==> src/tpp_pkg.sv <==
`default_nettype none
package tpp_pkg;

  localparam int unsigned TPP_CLK_MHZ = 100;

  // register byte offsets
  localparam logic [7:0] TPP_OFF_CTRL    = 8'h00;
  localparam logic [7:0] TPP_OFF_RELOAD  = 8'h04;
  localparam logic [7:0] TPP_OFF_COMPARE = 8'h08;
  localparam logic [7:0] TPP_OFF_COUNT   = 8'h0c;
  localparam logic [7:0] TPP_OFF_CAPTURE = 8'h10;
  localparam logic [7:0] TPP_OFF_STATUS  = 8'h14;

  // timer_control_zero field positions
  localparam int unsigned TPP_CTRL_EN_POS    = 0;
  localparam int unsigned TPP_CTRL_MODE_POS  = 1;
  localparam int unsigned TPP_CTRL_POL_POS   = 3;
  localparam int unsigned TPP_CTRL_DLY_POS   = 4;
  localparam int unsigned TPP_CTRL_PRESCALE_SELECT_POS  = 8;
  localparam int unsigned TPP_CTRL_ALT_POS   = 12;

  // status field positions
  localparam int unsigned TPP_STAT_RUN_POS   = 0;
  localparam int unsigned TPP_STAT_OUT_POS   = 1;
  localparam int unsigned TPP_STAT_OUTN_POS  = 2;
  localparam int unsigned TPP_STAT_CAPF_POS  = 3;

  localparam int unsigned TPP_DLY_W  = 3;
  localparam int unsigned TPP_PRESCALE_SELECT_W = 3;
  localparam int unsigned TPP_PCNT_W = 7;

  // reset values, and the count loaded at enable
  localparam logic [15:0] TPP_RELOAD_RST  = 16'hffff;
  localparam logic [15:0] TPP_COMPARE_RST = 16'h8000;
  localparam logic [15:0] TPP_COUNT_START = 16'h0001;

  typedef enum logic [1:0] {
    TPP_MODE_CAPCMP  = 2'b00,
    TPP_MODE_PWMDUAL = 2'b01,
    TPP_MODE_CAPRST  = 2'b10,
    TPP_MODE_CMPCNT  = 2'b11
  } tpp_mode_e;

  typedef struct packed {
    logic                  alt_sel;
    logic [TPP_PRESCALE_SELECT_W-1:0] prescale_select;
    logic [TPP_DLY_W-1:0]  pwm_transition_delay;
    logic                  output_polarity_bit;
    tpp_mode_e             mode;
    logic                  enable;
  } tpp_ctrl_s;

  localparam tpp_ctrl_s TPP_CTRL_RST = '{
    alt_sel:              1'b0,
    prescale_select:      3'h0,
    pwm_transition_delay: 3'h0,
    output_polarity_bit:  1'b0,
    mode:                 TPP_MODE_CAPCMP,
    enable:               1'b0
  };

endpackage
`default_nettype wire

==> src/tpp_timer.sv <==
// Implementation choices: the address map and the APB slave port.
`timescale 1ns/1ps
`default_nettype none
module tpp_timer
  import tpp_pkg::*;
#(
  parameter int unsigned CNT_W = 16
)(
  input  wire logic        pclk,
  input  wire logic        presetn,
  input  wire logic        psel,
  input  wire logic        penable,
  input  wire logic        pwrite,
  input  wire logic [7:0]  paddr,
  input  wire logic [31:0] pwdata,
  output var  logic [31:0] prdata,
  output var  logic        pready,
  output var  logic        pslverr,
  input  wire logic        timer_input,
  output var  logic        timer_output_pin,
  output var  logic        timer_output_pin_oe,
  output var  logic        timer_output_comp
);
  import tpp_pkg::*;

  // ---------------- register file over APB ----------------
  tpp_ctrl_s        ctrl_reg,    ctrl_next;
  logic [CNT_W-1:0] reload_reg,  reload_next;
  logic [CNT_W-1:0] compare_reg, compare_next;
  logic [31:0]      prdata_reg,  prdata_next;
  logic             pready_reg,  pready_next;
  logic             pslverr_reg, pslverr_next;

  logic [CNT_W-1:0] count_reg,   count_next;
  logic [CNT_W-1:0] capture_reg, capture_next;
  logic             capf_reg,    capf_next;
  logic             counting_reg, counting_next;
  logic             out_reg,     out_next;
  logic             outn_reg,    outn_next;
  logic             oe_reg,      oe_next;

  logic acc_done;
  logic wr_en;
  logic stat_clr;
  logic addr_ok;

  // one wait state: pready rises in the second access cycle
  assign acc_done = psel && penable && pready_reg;
  assign wr_en    = acc_done && pwrite;
  assign stat_clr = wr_en && (paddr == TPP_OFF_STATUS) &&
                    pwdata[TPP_STAT_CAPF_POS];

  always_comb
  begin
    addr_ok = 1'b0;
    if (paddr == TPP_OFF_CTRL)
      addr_ok = 1'b1;
    else if (paddr == TPP_OFF_RELOAD)
      addr_ok = 1'b1;
    else if (paddr == TPP_OFF_COMPARE)
      addr_ok = 1'b1;
    else if (paddr == TPP_OFF_COUNT)
      addr_ok = 1'b1;
    else if (paddr == TPP_OFF_CAPTURE)
      addr_ok = 1'b1;
    else if (paddr == TPP_OFF_STATUS)
      addr_ok = 1'b1;
  end

  always_comb
  begin
    ctrl_next    = ctrl_reg;
    reload_next  = reload_reg;
    compare_next = compare_reg;
    prdata_next  = prdata_reg;
    pslverr_next = 1'b0;
    pready_next  = psel && penable && !pready_reg;
    if (psel && penable && !pready_reg)
    begin
      pslverr_next = !addr_ok;
      prdata_next  = 32'h0;
      if (!pwrite)
      begin
        if (paddr == TPP_OFF_CTRL)
          prdata_next = {19'h0, ctrl_reg.alt_sel, 1'b0,
                         ctrl_reg.prescale_select, 1'b0,
                         ctrl_reg.pwm_transition_delay,
                         ctrl_reg.output_polarity_bit,
                         ctrl_reg.mode, ctrl_reg.enable};
        else if (paddr == TPP_OFF_RELOAD)
          prdata_next[CNT_W-1:0] = reload_reg;
        else if (paddr == TPP_OFF_COMPARE)
          prdata_next[CNT_W-1:0] = compare_reg;
        else if (paddr == TPP_OFF_COUNT)
          prdata_next[CNT_W-1:0] = count_reg;
        else if (paddr == TPP_OFF_CAPTURE)
          prdata_next[CNT_W-1:0] = capture_reg;
        else if (paddr == TPP_OFF_STATUS)
        begin
          prdata_next[TPP_STAT_RUN_POS]  = counting_reg;
          prdata_next[TPP_STAT_OUT_POS]  = out_reg;
          prdata_next[TPP_STAT_OUTN_POS] = outn_reg;
          prdata_next[TPP_STAT_CAPF_POS] = capf_reg;
        end
      end
    end
    if (wr_en)
    begin
      if (paddr == TPP_OFF_CTRL)
      begin
        ctrl_next.enable  = pwdata[TPP_CTRL_EN_POS];
        ctrl_next.mode    = tpp_mode_e'(pwdata[TPP_CTRL_MODE_POS +: 2]);
        ctrl_next.output_polarity_bit = pwdata[TPP_CTRL_POL_POS];
        ctrl_next.pwm_transition_delay =
          pwdata[TPP_CTRL_DLY_POS +: TPP_DLY_W];
        ctrl_next.prescale_select = pwdata[TPP_CTRL_PRESCALE_SELECT_POS +: TPP_PRESCALE_SELECT_W];
        ctrl_next.alt_sel = pwdata[TPP_CTRL_ALT_POS];
      end
      else if (paddr == TPP_OFF_RELOAD)
        reload_next = pwdata[CNT_W-1:0];
      else if (paddr == TPP_OFF_COMPARE)
        compare_next = pwdata[CNT_W-1:0];
    end
  end

  always_ff @(posedge pclk or negedge presetn)
  begin
    if (!presetn)
    begin
      ctrl_reg    <= TPP_CTRL_RST;
      reload_reg  <= TPP_RELOAD_RST[CNT_W-1:0];
      compare_reg <= TPP_COMPARE_RST[CNT_W-1:0];
      prdata_reg  <= 32'h0;
      pready_reg  <= 1'b0;
      pslverr_reg <= 1'b0;
    end
    else
    begin
      ctrl_reg    <= ctrl_next;
      reload_reg  <= reload_next;
      compare_reg <= compare_next;
      prdata_reg  <= prdata_next;
      pready_reg  <= pready_next;
      pslverr_reg <= pslverr_next;
    end
  end

  assign prdata  = prdata_reg;
  assign pready  = pready_reg;
  assign pslverr = pslverr_reg;

  // ---------------- prescaler ----------------
  logic [TPP_PCNT_W-1:0] prescale_select_reg, prescale_select_next;
  logic [TPP_PCNT_W:0]   prescale_select_full;
  logic [TPP_PCNT_W-1:0] prescale_select_mask;
  logic                  tick;

  assign prescale_select_full = {{TPP_PCNT_W{1'b0}}, 1'b1} << ctrl_reg.prescale_select;
  assign prescale_select_mask = TPP_PCNT_W'(prescale_select_full - 8'h01);
  // tick marks the last cycle of each 2^prescale window
  assign tick = ctrl_reg.enable && ((prescale_select_reg & prescale_select_mask) == prescale_select_mask);

  always_comb
  begin
    prescale_select_next = TPP_PCNT_W'(prescale_select_reg + 7'h01);
    if (!ctrl_reg.enable)
      prescale_select_next = '0;
  end

  always_ff @(posedge pclk or negedge presetn)
  begin
    if (!presetn)
      prescale_select_reg <= '0;
    else
      prescale_select_reg <= prescale_select_next;
  end

  // ---------------- timer core ----------------
  logic                 en_d_reg,   en_d_next;
  logic                 pol_run_reg, pol_run_next;
  logic                 in_d_reg,   in_d_next;
  logic                 pend_p_reg, pend_p_next;
  logic                 pend_n_reg, pend_n_next;
  logic [TPP_DLY_W-1:0] dly_reg,    dly_next;

  logic start;
  logic act_edge;
  logic inc;
  logic reload_ev;
  logic match_ev;
  logic is_pwm;

  assign start  = ctrl_reg.enable && !en_d_reg;
  assign is_pwm = (ctrl_reg.mode == TPP_MODE_PWMDUAL);
  // input edge of the polarity latched at enable
  assign act_edge = ctrl_reg.enable && (pol_run_reg ?
                    (in_d_reg && !timer_input) :
                    (!in_d_reg && timer_input));
  assign inc = ctrl_reg.enable && !start && counting_reg &&
               ((ctrl_reg.mode == TPP_MODE_CMPCNT) ? act_edge : tick);
  assign reload_ev = inc && (count_reg >= reload_reg);
  assign match_ev  = inc && (count_reg == compare_reg);

  always_comb
  begin
    en_d_next     = ctrl_reg.enable;
    in_d_next     = timer_input;
    pol_run_next  = pol_run_reg;
    count_next    = count_reg;
    capture_next  = capture_reg;
    counting_next = counting_reg;
    capf_next     = capf_reg && !stat_clr;
    out_next      = out_reg;
    outn_next     = outn_reg;
    pend_p_next   = pend_p_reg;
    pend_n_next   = pend_n_reg;
    dly_next      = dly_reg;
    oe_next       = ctrl_reg.alt_sel;
    if (!ctrl_reg.enable)
    begin
      // disabled pin follows the live polarity bit
      out_next      = ctrl_reg.output_polarity_bit;
      outn_next     = !ctrl_reg.output_polarity_bit;
      counting_next = 1'b0;
      pend_p_next   = 1'b0;
      pend_n_next   = 1'b0;
    end
    else if (start)
    begin
      // polarity frozen here so later writes wait for a restart
      pol_run_next  = ctrl_reg.output_polarity_bit;
      count_next    = TPP_COUNT_START[CNT_W-1:0];
      counting_next = (ctrl_reg.mode != TPP_MODE_CAPCMP);
    end
    else
    begin
      if (inc)
        count_next = reload_ev ? TPP_COUNT_START[CNT_W-1:0] :
                     CNT_W'(count_reg + 1'b1);
      if (ctrl_reg.mode == TPP_MODE_CAPCMP && act_edge)
      begin
        if (!counting_reg)
          counting_next = 1'b1;
        else
        begin
          capture_next = count_reg;
          capf_next    = 1'b1;
        end
      end
      if (ctrl_reg.mode == TPP_MODE_CAPRST && act_edge)
      begin
        capture_next = count_reg;
        capf_next    = 1'b1;
        count_next   = TPP_COUNT_START[CNT_W-1:0];
      end
      if (is_pwm)
      begin
        // pending active levels count down in prescaled ticks
        // applying only on a tick makes a delay of d last d whole ticks
        if (pend_p_reg && tick && dly_reg == '0)
        begin
          out_next    = !pol_run_reg;
          pend_p_next = 1'b0;
        end
        else if (pend_n_reg && tick && dly_reg == '0)
        begin
          outn_next   = !pol_run_reg;
          pend_n_next = 1'b0;
        end
        else if ((pend_p_reg || pend_n_reg) && tick)
          dly_next = TPP_DLY_W'(dly_reg - 1'b1);
        if (match_ev)
        begin
          outn_next   = pol_run_reg;
          pend_n_next = 1'b0;
          if (ctrl_reg.pwm_transition_delay == '0)
          begin
            out_next    = !pol_run_reg;
            pend_p_next = 1'b0;
          end
          else
          begin
            pend_p_next = 1'b1;
            dly_next    = TPP_DLY_W'(ctrl_reg.pwm_transition_delay - 1'b1);
          end
        end
        else if (reload_ev)
        begin
          out_next    = pol_run_reg;
          pend_p_next = 1'b0;
          if (ctrl_reg.pwm_transition_delay == '0)
          begin
            outn_next   = !pol_run_reg;
            pend_n_next = 1'b0;
          end
          else
          begin
            pend_n_next = 1'b1;
            dly_next    = TPP_DLY_W'(ctrl_reg.pwm_transition_delay - 1'b1);
          end
        end
      end
      else if (reload_ev)
      begin
        out_next  = !out_reg;
        outn_next = out_reg;
      end
    end
    // a capture in the clearing cycle still leaves the flag set
    if (ctrl_reg.enable && !start && act_edge && counting_reg &&
        (ctrl_reg.mode == TPP_MODE_CAPCMP || ctrl_reg.mode == TPP_MODE_CAPRST))
      capf_next = 1'b1;
    else if (ctrl_reg.enable && !start && act_edge &&
             ctrl_reg.mode == TPP_MODE_CAPRST)
      capf_next = 1'b1;
  end

  always_ff @(posedge pclk or negedge presetn)
  begin
    if (!presetn)
    begin
      en_d_reg     <= 1'b0;
      in_d_reg     <= 1'b0;
      pol_run_reg  <= 1'b0;
      count_reg    <= '0;
      capture_reg  <= '0;
      counting_reg <= 1'b0;
      capf_reg     <= 1'b0;
      out_reg      <= 1'b0;
      outn_reg     <= 1'b1;
      oe_reg       <= 1'b0;
      pend_p_reg   <= 1'b0;
      pend_n_reg   <= 1'b0;
      dly_reg      <= '0;
    end
    else
    begin
      en_d_reg     <= en_d_next;
      in_d_reg     <= in_d_next;
      pol_run_reg  <= pol_run_next;
      count_reg    <= count_next;
      capture_reg  <= capture_next;
      counting_reg <= counting_next;
      capf_reg     <= capf_next;
      out_reg      <= out_next;
      outn_reg     <= outn_next;
      oe_reg       <= oe_next;
      pend_p_reg   <= pend_p_next;
      pend_n_reg   <= pend_n_next;
      dly_reg      <= dly_next;
    end
  end

  assign timer_output_pin    = out_reg;
  assign timer_output_comp   = outn_reg;
  assign timer_output_pin_oe = oe_reg;

endmodule
`default_nettype wire

==> config.mk <==
export PLATFORM = sky130hd
export DESIGN_NAME = tpp_timer
export DESIGN_NICKNAME = d
export VERILOG_FILES = /design/src/tpp_pkg.sv /design/src/tpp_timer.sv
export SDC_FILE = /design/constraint.sdc
export NUM_CORES = 1
export LEC_CHECK = 0
export ABC_AREA = 1
export BUFFER_PORTS_ARGS = -buffer_cell sky130_fd_sc_hd__clkbuf_2
export CORE_MARGIN = 2
export CORE_UTILIZATION = 40
export CTS_CLUSTER_SIZE = 30
export DETAILED_ROUTE_END_ITERATION = 12
export PLACE_DENSITY = 0.68
export SETUP_SLACK_MARGIN = 0.3
export SLEW_MARGIN = 30
export SYNTH_ARGS = -nofsm -noshare
export SYNTH_HDL_FRONTEND = slang
export SYNTH_SLANG_ARGS = --single-unit
==> constraint.sdc <==
create_clock -name pclk -period 3.12 [get_ports pclk]
set_clock_uncertainty 0.1 [all_clocks]
set_input_delay 0.468 -clock pclk [delete_from_list [all_inputs] [get_ports pclk]]
set_output_delay 0.468 -clock pclk [all_outputs]
set_load 0.05 [all_outputs]
## After elaboration in Yosys (flattened, before gate mapping)

Index checks and enable logic that the tools add are counted.

| storage, ports and cells | value |
|---|---|
| bits in registers | 129 |
| input bits | 46 |
| output and inout port bits | 37 |
| logic and storage cells | 183 |

| cells by class | value |
|---|---|
| add/sub/neg operators | 5 |
| magnitude comparators | 1 |
| equality and inequality tests | 17 |
| shift operators | 1 |
| mux-type cells | 72 |
| bitwise operators | 4 |
| reductions and logical operators | 58 |

Operators by type and width:

| operator | count |
|---|---|
| 2-to-1 mux 16 bit | 12 |
| 2-to-1 mux 1 bit | 50 |
| logical AND 1 bit | 28 |
| 2-to-1 mux 3 bit | 6 |
| adder 16 x 1 -> 16 bit (second input constant) | 1 |
| equality test 16 bit | 1 |
| equality test 8 x 4 -> 1 bit (second input constant) | 2 |
| equality test 8 x 5 -> 1 bit (second input constant) | 2 |
| greater-or-equal comparator 16 bit | 1 |
| 2-to-1 mux 12 bit | 1 |
| AND reduction 4 bit | 3 |
| zero test 1 bit | 10 |
| AND reduction 3 bit | 3 |
| equality test 8 x 3 -> 1 bit (second input constant) | 1 |
| zero test 8 bit | 1 |
| 2-to-1 mux 4 bit | 2 |
| != test 4 x 1 -> 1 bit (second input constant) | 2 |
| AND reduction 2 bit | 4 |
| adder 7 x 1 -> 7 bit (second input constant) | 1 |
| bitwise AND 7 bit | 1 |
| equality test 7 bit | 1 |
| 2-to-1 mux 7 bit | 1 |
| left shift 1 x 3 -> 7 bit (first input constant) | 1 |
| subtractor 7 x 1 -> 7 bit (second input constant) | 1 |
| 13 further kinds | 22 |

## Longest topological paths before layout

Gate-level depths: netlist of run 1.

| logic depth | value |
|---|---|
| depth in word-level cells | 15 |
| gate-level depth with buffers | 20 |
| gate-level depth less buffers | 20 |

## Worst setup path after synthesis of run 1

Ideal clock, no wire load.

| timing path | value |
|---|---|
| path type | register to register |
| start | reg reload_reg[9] |
| end | reg count_reg[4] |
| setup time | 0.086 ns |
| data arrival time | 1.908 ns |
| required time | 2.934 ns |
| setup slack | 1.026 ns |
| stages on the path, launching flop included | 13 |
| buffers on the path | 1 |
| period minus slack after synthesis | 2.094 ns |
| path through | dfstp_2 -> inv_1 -> ha_1 -> nand2_1 -> inv_1 -> o21bai_1 -> nand2_1 -> a21oi_1 -> nand3_1 -> nand2_2 -> nand2_1 -> buf_4 -> nor3_1 |

| between the ends | value |
|---|---|
| cells in the longest elaborated chain, start to end | 6 |

Ends and longest elaborated chain:

| item | line | source |
|---|---|---|
| start, declared | tpp_timer.sv:28 | `logic [CNT_W-1:0] reload_reg, reload_next;` |
| start signal, assigned | tpp_timer.sv:131 | `reload_reg <= TPP_RELOAD_RST[CNT_W-1:0];` |
| start signal, assigned | tpp_timer.sv:140 | `reload_reg <= reload_next;` |
| greater-or-equal comparator 16 bit | tpp_timer.sv:201 | `assign reload_ev = inc && (count_reg >= reload_reg);` |
| logical AND 1 bit | tpp_timer.sv:201 |  |
| 2-to-1 mux 16 bit | tpp_timer.sv:238 | `count_next = reload_ev ? TPP_COUNT_START[CNT_W-1:0] :` |
| 2-to-1 mux 16 bit | tpp_timer.sv:237 | `if (inc)` |
| 2-to-1 mux 16 bit | tpp_timer.sv:250 | `if (ctrl_reg.mode == TPP_MODE_CAPRST && act_edge)` |
| 2-to-1 mux 16 bit | tpp_timer.sv:228 | `else if (start)` |
| end signal, assigned | tpp_timer.sv:341 | `count_reg <= count_next;` |
| end, declared | tpp_timer.sv:34 | `logic [CNT_W-1:0] count_reg, count_next;` |

Every way passes these cells. The select of a mux whose other input is x is not followed.
A chain may end at the register's enable or synchronous reset.

## Worst setup path after layout of run 1

| timing path | value |
|---|---|
| start | reg reload_reg[9] |
| end | reg count_reg[12] |

Same word-level chain as after synthesis.

==> results of run 1 <==
==> placed cells by master (no fill, tap or decap), drive strengths merged, types with 9 or more instances in the layout <==
master | netlist | layout
clkbuf | 16 | 76
ha | 22 | 22
buf | 23 | 18
nor3 | 16 | 16
o211ai | 9 | 9
dfstp | 18 | 18
o21ai | 93 | 93
nor2 | 49 | 49
conb | 1 | 16
xnor2 | 10 | 10
xor2 | 9 | 9
a21oi | 35 | 35
nand3 | 31 | 31
dfrtp | 95 | 95
nand2 | 218 | 218
inv | 101 | 101
==> metal layers <==
metal | global-route usage, % | part of all wire [%] | vias up
li1 | - | - | 2689
met1 | 28.15 | 47 | 2535
met2 | 32.34 | 46 | 171
met3 | 4.789 | 5.4 | 20
met4 | 7.609 | 1.8 | 0
met5 | 0 | 0 | -
==> cells by family (layout without fill, tap and decap cells) <==
logic type                 count (synthesis)  in the layout
and+or+nand+nor                          329            329
adders and majority gates                 22             22
AOI/OAI and AO/OA                        165            165
other                                      1             16
buffers and inverters                    141            202
xor gates and xnor gates                  19             19
DFF                                      113            113
==> layout make-up <==
class / count / area, um^2
fill: 1519 / 7938
inverter: 102 / 382.9
multi-input combinational: 551 / 2873
clock inverter: 5 / 55.05
clock buffer: 27 / 493.0
tap: 211 / 264.0
sequential: 113 / 2850
timing repair buffer: 68 / 402.9
==> power by group <==
group          leakage, nW  internal (mW)  switching [mW]
registers             1.46           1.48          0.0185
logic                 1.72         0.0565           0.155
clock network        0.262           1.15           0.657
==> worst register-to-register path: stages, from the launching register on <==
cell and delay [ps]:
dfstp_2 530, inv_1 50, ha_1 310, nand2_1 70, inv_1 40, o21bai_1 130, nand2_1 70, a21oi_1 260
nand3_2 200, nand2_2 170, nand2_1 190, buf_4 240, a211oi_2 190
==> path summary, 6_finish.rpt <==
kind	from	cells after the start	slack (ps)	end
max	reload_reg[9]	12	520	count_reg[12]
min	timer_input	1	80	in_d_reg
max reg2reg	reload_reg[9]	12	520	count_reg[12]
min reg2reg	oe_next	0	310	timer_output_pin_oe
max in group asynchronous	presetn	3	1740	reload_reg[0]
min in group asynchronous	presetn	2	450	count_reg[14]
==> what timing repair did <==
action / CTS / global route
endpoints found under the setup margin: 0 / 8
gates resized for setup: 0 / 2
hold buffers: 1 / 0
endpoints found under the hold margin: 30 / 0
==> metrics by stage <==
stage	hold WS, ps	utilization (%)	power, mW	cells	setup WS (ps)
2_1_floorplan	72.41	-	1.663	805	1026
3_3_place_gp	307.5	44.26	1.733	1044	524.5
3_5_place_dp	307.0	44.26	1.736	1044	476.3
4_1_cts	64.00	47.91	3.555	1077	488.4
5_1_grt	59.09	47.98	3.658	1077	296.2
6_report	79.63	47.98	3.525	1077	516.1
==> metrics.md, run 1 <==
| Metric | Value |
|---|---|
| Status | `finished clean` |
| Final setup viols | `0` |
| Die Wd | `roughly 130 um` |
| Starting Density | `41.03%` |
| Area grow syn2layout | `16.95%` |
| Distinct cells, synth | `46` |
| Fraction of layout cells with a size suffix above 1 | `around 16%` |
| Vias in the first global route | `between 5000 and 6000` |
| Ys async rst share | `100.0%` |
| Number of diodes | `0` |
| Synth warnings | `0` |
| Seq cells post-synth | `around 110` |
| Hold Violations, Final | `0` |
| Final worst path period need | `2604 ps` |
| Critical Path AT | `2840 ps` |
| Largest net degree at the start of global routing | `43` |
| Final Cycle Share | `a little over four fifths` |
| Simple-gate share of the synthesized area | `between 20 and 25%` |
| CP Max Fanout | `9` |
| Final instance area | `7321 um^2` |
| Peak supply drop | `~0.38 mV` |
| Worst path bufs/invs | `3` |
| Io pins | `83` |
| Synth area leader | `dfrtp_1` |
| Number of antenna violations at the first check in global routing | `0` |
| # H-tree levels | `4` |
| Max_cap viols | `0` |
| CP endpoint kind | `register` |
| Critical-path cell list | `inv_1, ha_1, nand2_1, inv_1, o21bai_1, nand2_1, a21oi_1, nand3_2, nand2_2, nand2_1, buf_4, a211oi_2` |
| RSZ-0062 raised after global routing | `true` |
| Synth cell count leaders | `nand2_1, inv_1, dfrtp_1` |
| Critical path class | `register to register` |
| Root Buffer | `clkbuf_16` |
| Num rows | `between 40 and 50` |
| Die area | `about 17000 um^2` |
| DRT antenna net count | `0` |
| Worst-Skew Late Latency | `approximately 420 ps` |
| Ys flop type | `dfrtp_1` |
| Total negative slack | `0 ps` |
| CTS clk-pin slew, worst paths | `roughly 50 ps` |
| Final Max Slew Viols | `0` |
| Cell family with most CP delay | `simple AND/OR/NAND/NOR gates` |
| Synth top area share | `37.98%` |
| Drt pass-1 iters | `5` |
| Slew @ Worst Pin | `around 770 ps` |
| Fraction of synthesized cell area in xor and xnor cells | `2.658%` |
| Global route total overflow | `0` |
| Startpoint type of the worst setup path | `register` |
| Clock Path Buffers | `2` |
| Via-to-Cell Ratio | `between 5 and 6` |
| WL final | `between 15000 and 20000 um` |
| Core Box Area | `approximately 15000 um^2` |
| Synth Area in Adders | `4.397%` |
| Synth top area cells | `dfrtp_1, nand2_1, dfstp_2, o21ai_0, inv_1` |
| Global-route usage over all layers | `20.65%` |
| Placed cell areas | `roughly 6800 um^2` |
| Via count | `around 5400` |
| Syn avg cell area | `between 7 and 8 um^2` |
| Complex-gate fraction of the synthesized area | `15.53%` |
| DRC violations left | `0` |
| Final nets | `~920` |
| Cts bufs inserted | `17` |
| TritonCTS clock tree | `yes` |
| Clock sink count | `about 110` |
| Port Buf Inserts | `50` |
| Final Wtd Congestion | `~0.97` |
| First-pass GRT wire length | `approximately 26000 um` |
| HPWL Detailed | `11840 um` |
| Post-CTS setup buffers | `0` |
| Top cell by count, worst path | `nand2_1` |
| Multiplexer share of the synthesized area | `0%` |
| Slowest stage cell on the critical path | `dfstp_2` |
| Largest family of logic cells by synthesized area | `simple AND/OR/NAND/NOR gates` |
| Post-synth EDFFs | `0` |
| Leakage | `~3.4 nW` |
| Initial DRC count | `approximately 460` |
| Sequential fraction of the synthesis area | `a little under half` |
| Synthesized cell area | `roughly 6300 um^2` |
| Max Fclk | `~0.38 GHz` |
| Routed WL per cell | `15.08 um` |
| Req. time, crit path | `~3400 ps` |
| Worst path max stage delay | `between 500 and 600 ps` |
| Hold Crit Class | `primary input to register` |
| Most frequent cell after synthesis | `nand2_1` |
| P per Cell Area | `481.5 nW/um^2` |
| Post-Synthesis Cells | `790` |
| Die H | `between 100 and 150 um` |
| Rel. slew slack | `between 40% and 50%` |
(Power assumes the default switching activity.)
==> inputs of run 2 (changes only) <==
- clock period: 3.12 -> 2.55 ns (I/O delays scaled with it)
==> run 2 against run 1 <==
Against the previous run: setup slack worse by 270 ps; maximum frequency grew 13%; first-iteration DRC count is 6.9% lower; non-clock buffer count increased by 16; register-to-register slack got worse by 270 ps; via count grew 2.9%; global-route usage increased by 0.81 points; clock power increased by 33%; sequential cell count unchanged; critical path type unchanged; largest cell class unchanged; highest routed layer unchanged.
==> metrics.md, run 2 (synthesis results as in run 1) <==
| Metric | Value |
|---|---|
| WL final | `17190 um` |
| Critical path class | `register to register` |
| Cell family with most CP delay | `flip-flops` |
| Starting Density | `41.03%` |
| Routed WL per cell | `between 15 and 20 um` |
| Max_cap viols | `0` |
| Root Buffer | `clkbuf_16` |
| GR Util met1 | `~28%` |
| Global route total overflow | `0` |
| CTS clk-pin slew, worst paths | `60 ps` |
| Final nets | `roughly 940` |
| Sequential Power Share | `approximately two fifths` |
| Worst path bufs/invs | `3` |
| Io pins | `83` |
| Met3 usage | `4.666%` |
| Crit path launch | `reload_reg[13]` |
| Worst path max stage delay | `roughly 530 ps` |
| Global-route usage over all layers | `roughly 21%` |
| CP endpoint kind | `register` |
| Slew @ Worst Pin | `758.6 ps` |
| Max Fclk | `roughly 0.43 GHz` |
| Hold Path Sink | `pready` |
| Area grow syn2layout | `23.89%` |
| Initial DRC count | `432` |
| Num rows | `45` |
| Clock Path Buffers | `2` |
| # H-tree levels | `4` |
| Via-to-Cell Ratio | `approximately 5.1` |
| Final Wtd Congestion | `between 0.9 and 1` |
| TritonCTS clock tree | `yes` |
| Most frequent cells in the layout | `nand2_1, dfrtp_1, inv_1` |
| DRT antenna net count | `0` |
| Seq. cell area | `2854 um^2` |
| P per Cell Area | `slightly below 600 nW/um^2` |
| Most common cell after layout, fill and taps aside | `nand2_1` |
| Final Cycle Share | `90.54%` |
| Global Route met2 Usage | `a little over a third` |
| Die area | `~17000 um^2` |
| Final Non-Filler Cells | `around 1100` |
| Die Wd | `approximately 130 um` |
| Leakage | `between 3 and 4 nW` |
| Fill cells | `~1500` |
| Critical Path AT | `2550 ps` |
| Most Crowded Layer GR | `met2` |
| DRC violations left | `0` |
| Startpoint type of the worst setup path | `register` |
| Hold path depth | `3` |
| Cts bufs inserted | `17` |
| Number of diodes | `0` |
| Final setup viols | `0` |
| Peak supply drop | `~0.44 mV` |
| R2R Setup Slk | `approximately 240 ps` |
| Hold_sp | `penable` |
| Hold Crit Class | `primary input to register` |
| Slowest stage cell on the critical path | `dfstp_2` |
| Hold Violations, Final | `0` |
| HPWL Detailed | `12220 um` |
| First-pass GRT wire length | `~28000 um` |
| Fraction of layout cells with a size suffix above 1 | `between 20% and 30%` |
| Number of antenna violations at the first check in global routing | `0` |
| R2R depth | `11` |
| Final Max Slew Viols | `0` |
| Rel. slew slack | `49.04%` |
| Comb power frac | `6.4%` |
| Clock share of power | `a little over half` |
| Total negative slack | `0 ps` |
| Port Buf Inserts | `50` |
| Area of the multi-input gates | `between 3000 and 4000 um^2` |
| DP Cell Count | `between 1000 and 1500` |
| Worst-Skew Late Latency | `~420 ps` |
| CP Max Fanout | `6` |
| Vias in the first global route | `between 5000 and 6000` |
| Req. time, crit path | `about 2800 ps` |
| Largest net degree at the start of global routing | `just under 50` |
| P_int | `~3.5 mW` |
| Via count | `5570` |
| Switch share | `about a quarter` |
| Clock sink count | `between 100 and 150` |
| Die H | `about 130 um` |
| Critical-path cell list | `inv_1, ha_4, a21oi_1, o21ai_2, a21oi_2, nand3_4, nand2_4, buf_4, nand2_8, buf_8, nor3b_1` |
| RSZ-0062 raised after global routing | `true` |
| Switch Pwr | `between 1 and 1.5 mW` |
| Core Box Area | `15260 um^2` |
| Final worst path period need | `approximately 2300 ps` |
| Status | `finished clean` |
| Drt pass-1 iters | `5` |
| Worst R2R End | `count_reg[8]` |
| Reg2reg start | `reload_reg[13]` |
-- run 2: worst max-delay path by stage --
stage	to	slack, ps	cells past startpoint
3_5_place_dp	timer_output_pin	100	15
5_1_grt	count_reg[9]	120	11
6_report	count_reg[8]	240	11
3_3_place_gp	timer_output_pin	150	15
4_1_cts	timer_output_pin	260	15
2_1_floorplan	count_reg[4]	460	12
-- run 2: cell type report --
class                   instances  share of cell area [%]
clock buffers                  21                   5.808
clock inverters                11                   1.791
inverters                     102                   4.969
multi-input cells             552                   39.80
flip-flops and latches        113                   36.80
well taps                     211                   3.404
repair buffers                 84                   7.422
-- run 2: tightest hold or removal path, delay by kind of cell --
kind | cells | cell delay, ps
buf+inv | 1 | 90
simple gates | 2 | 90
-- run 2: metrics by stage --
step                setup slack (ps)  instance area (um^2)  hold slack (ps)  utilization [%]  power (mW)
finish                         241.2                  7755            81.10            50.82       4.533
global route                   115.4                  7755            72.75            50.82       4.678
CTS                            255.9                  7535            69.41            49.38       4.547
detailed placement             103.4                  6853            204.4            44.91       2.136
global placement               151.6                  6853            200.2            44.91       2.130
floorplan                      455.6                  6316           -13.09                -       2.035
-- run 2: power groups by stage --
stage	clock network, mW	registers (mW)	logic [mW]
CTS	2.43	1.83	0.278
detailed placement	0	1.86	0.271
finish	2.40	1.84	0.292
floorplan	0	1.87	0.163
global placement	0	1.86	0.266
global route	2.52	1.84	0.324
-- run 2: timing repair --
item,CTS,global route
gates resized for setup,13,41
cloned,0,2
pin swaps,8,14
setup buffers,2,2
hold buffers,2,0
endpoints found under the hold margin,18,0
endpoints found under the setup margin,23,23
-- run 2: routing by layer --
layer	wire length, um	part of all wire (%)
met5	0	0
met4	432	2.5
met3	1033	6.0
met2	7944	46
met1	7780	45
==> inputs of run 3 (changes only) <==
- CORE_ASPECT_RATIO: default -> 1.4
- CTS_CLUSTER_SIZE: 30 -> 40
==> run 3 against run 2 <==
Against the previous run: register-to-register slack improved by 95 ps; utilization decreased by 0.61 points; sequential cell count unchanged; final cell count decreased by 1.6%; maximum frequency increased by 4.3%; sequential power about the same; worst hold slack got worse by 13 ps; setup slack improved by 95 ps; first-iteration DRC count decreased by 14%; critical endpoint is now timer_output_pin; via count increased by 1.6%; wire length decreased by 0.47%.
==> metrics.md, run 3 (synthesis results as in run 1) <==
| Metric | Value |
|---|---|
| Most common cell after layout, fill and taps aside | `nand2_1` |
| Switch share | `a little under a quarter` |
| Io pins | `83` |
| Max_cap viols | `0` |
| Initial DRC count | `371` |
| Critical path class | `register to register` |
| Core Box Area | `between 15000 and 20000 um^2` |
| Rel. slew slack | `about 64%` |
| Placed cell areas | `6814 um^2` |
| Global-route usage over all layers | `a little over a fifth` |
| Clock Path Buffers | `2` |
| Number of diodes | `0` |
| Leakage | `around 3.6 nW` |
| Largest net degree at the start of global routing | `50` |
| Final instance area | `a little under 8000 um^2` |
| Via count | `approximately 5700` |
| Final setup viols | `0` |
| CP Max Fanout | `4` |
| Die Wd | `around 110 um` |
| DRT antenna net count | `0` |
| Drt pass-1 iters | `5` |
| Vias in the first global route | `about 5400` |
| First-pass GRT wire length | `between 20000 and 30000 um` |
| Max Fclk | `about 0.45 GHz` |
| Final Cycle Share | `86.80%` |
| Status | `finished clean` |
| Slew @ Worst Pin | `around 540 ps` |
| Via-to-Cell Ratio | `about 5.3` |
| Root Buffer | `clkbuf_16` |
| Final Wtd Congestion | `0.9061` |
| Starting Density | `around two fifths` |
| RSZ-0062 raised after global routing | `true` |
| Hold Violations, Final | `0` |
| Die area | `roughly 17000 um^2` |
| Sequential Power Share | `~39%` |
| Area grow syn2layout | `24.11%` |
| TritonCTS clock tree | `yes` |
| Peak supply drop | `0.3558 mV` |
| Fraction of layout cells with a size suffix above 1 | `22.59%` |
| Port Buf Inserts | `50` |
| # H-tree levels | `4` |
| Most frequent cells in the layout | `nand2_1, dfrtp_1, o21ai_0` |
| P per Cell Area | `between 600 and 700 nW/um^2` |
| Critical Path AT | `approximately 2500 ps` |
| Num rows | `54` |
| Hold Crit Class | `primary input to register` |
| DRC violations left | `0` |
| Final nets | `roughly 940` |
| Fill cells | `1450` |
| WL final | `approximately 17000 um` |
| Clock share of power | `54.3%` |
| Comb power frac | `under 10%` |
| Routed WL per cell | `~16 um` |
| Cts bufs inserted | `17` |
| Switch Pwr | `around 1.1 mW` |
| Number of antenna violations at the first check in global routing | `0` |
| CTS clk-pin slew, worst paths | `50 ps` |
| P_int | `3.588 mW` |
| CP endpoint kind | `register` |
| Req. time, crit path | `between 2000 and 3000 ps` |
| Final Max Slew Viols | `0` |
| Die H | `152.0 um` |
| Final worst path period need | `2213 ps` |
| HPWL Detailed | `approximately 12000 um` |
| Worst-Skew Late Latency | `about 430 ps` |
| Total negative slack | `0 ps` |
| Clock sink count | `roughly 110` |
| Startpoint type of the worst setup path | `register` |
| Global route total overflow | `0` |
[run 3: power groups by stage]
stage | registers [mW] | logic [mW] | clock network [mW]
5_1_grt | 1.84 | 0.332 | 2.66
6_report | 1.84 | 0.302 | 2.54
2_1_floorplan | 1.87 | 0.163 | 0
3_5_place_dp | 1.86 | 0.276 | 0
4_1_cts | 1.83 | 0.289 | 2.58
3_3_place_gp | 1.86 | 0.272 | 0
[run 3: path summary, 6_finish.rpt]
kind	start	end	slack [ps]	depth (start not counted)
setup / recovery	reload_reg[7]	timer_output_pin	340	14
hold / removal	pwdata[15]	compare_reg[15]	70	3
setup reg to reg	reload_reg[7]	timer_output_pin	340	14
hold reg to reg	oe_next	timer_output_pin_oe	310	0
max in group asynchronous	presetn	reload_reg[7]	1380	3
min in group asynchronous	presetn	prescale_select_reg[1]	320	2
[run 3: layout make-up]
class,count,area (um^2),share of cell area [%]
Multi-Input combinational cell,551,3113,40.07
Sequential cell,113,2851,36.70
Timing Repair Buffer,83,538.0,6.925
Clock buffer,19,452.9,5.830
Inverter,102,382.9,4.928
Tap cell,196,245.2,3.157
Clock inverter,13,185.2,2.384
[run 3: metrics by stage]
step | setup WS (ps) | hold slack [ps] | util (%) | power, mW | std cells
after floorplan | 455.6 | -13.09 | - | 2.035 | 805
after global placement | 168.4 | 224.4 | 44.04 | 2.133 | 1038
after detailed placement | 94.28 | 226.1 | 44.04 | 2.137 | 1038
after CTS | 303.9 | 68.25 | 48.88 | 4.696 | 1075
after global routing | 193.9 | 106.8 | 50.21 | 4.829 | 1077
final | 336.6 | 68.42 | 50.21 | 4.680 | 1077
[run 3: layer usage]
layer	part of all wire, %	GRT usage (%)	vias to the layer above
li1	-	-	2720
met1	40	26.00	2684
met2	50	34.77	206
met3	5.9	4.676	50
met4	4.4	11.21	0
met5	0	0	-
[run 3: what timing repair did]
| action | in CTS | in global routing |
|---|---|---|
| gates resized for setup | 13 | 40 |
| endpoints found under the hold margin | 20 | 0 |
| pin swaps | 6 | 18 |
| gates cloned | 0 | 0 |
| setup buffers | 3 | 2 |
| endpoints found under the setup margin | 23 | 25 |
| hold buffers | 2 | 0 |
[run 3: critical path, cell delays in order (launching register included)]
cell,delay [ps]
dfstp_2,550
inv_1,50
ha_1,290
nand2_1,80
o21a_1,190
nand2_1,80
nand2_2,70
nand3_4,120
nand2_4,80
buf_4,140
nand2_1,70
inv_1,60
a21oi_1,150
nand2_1,70
nand2_1,50
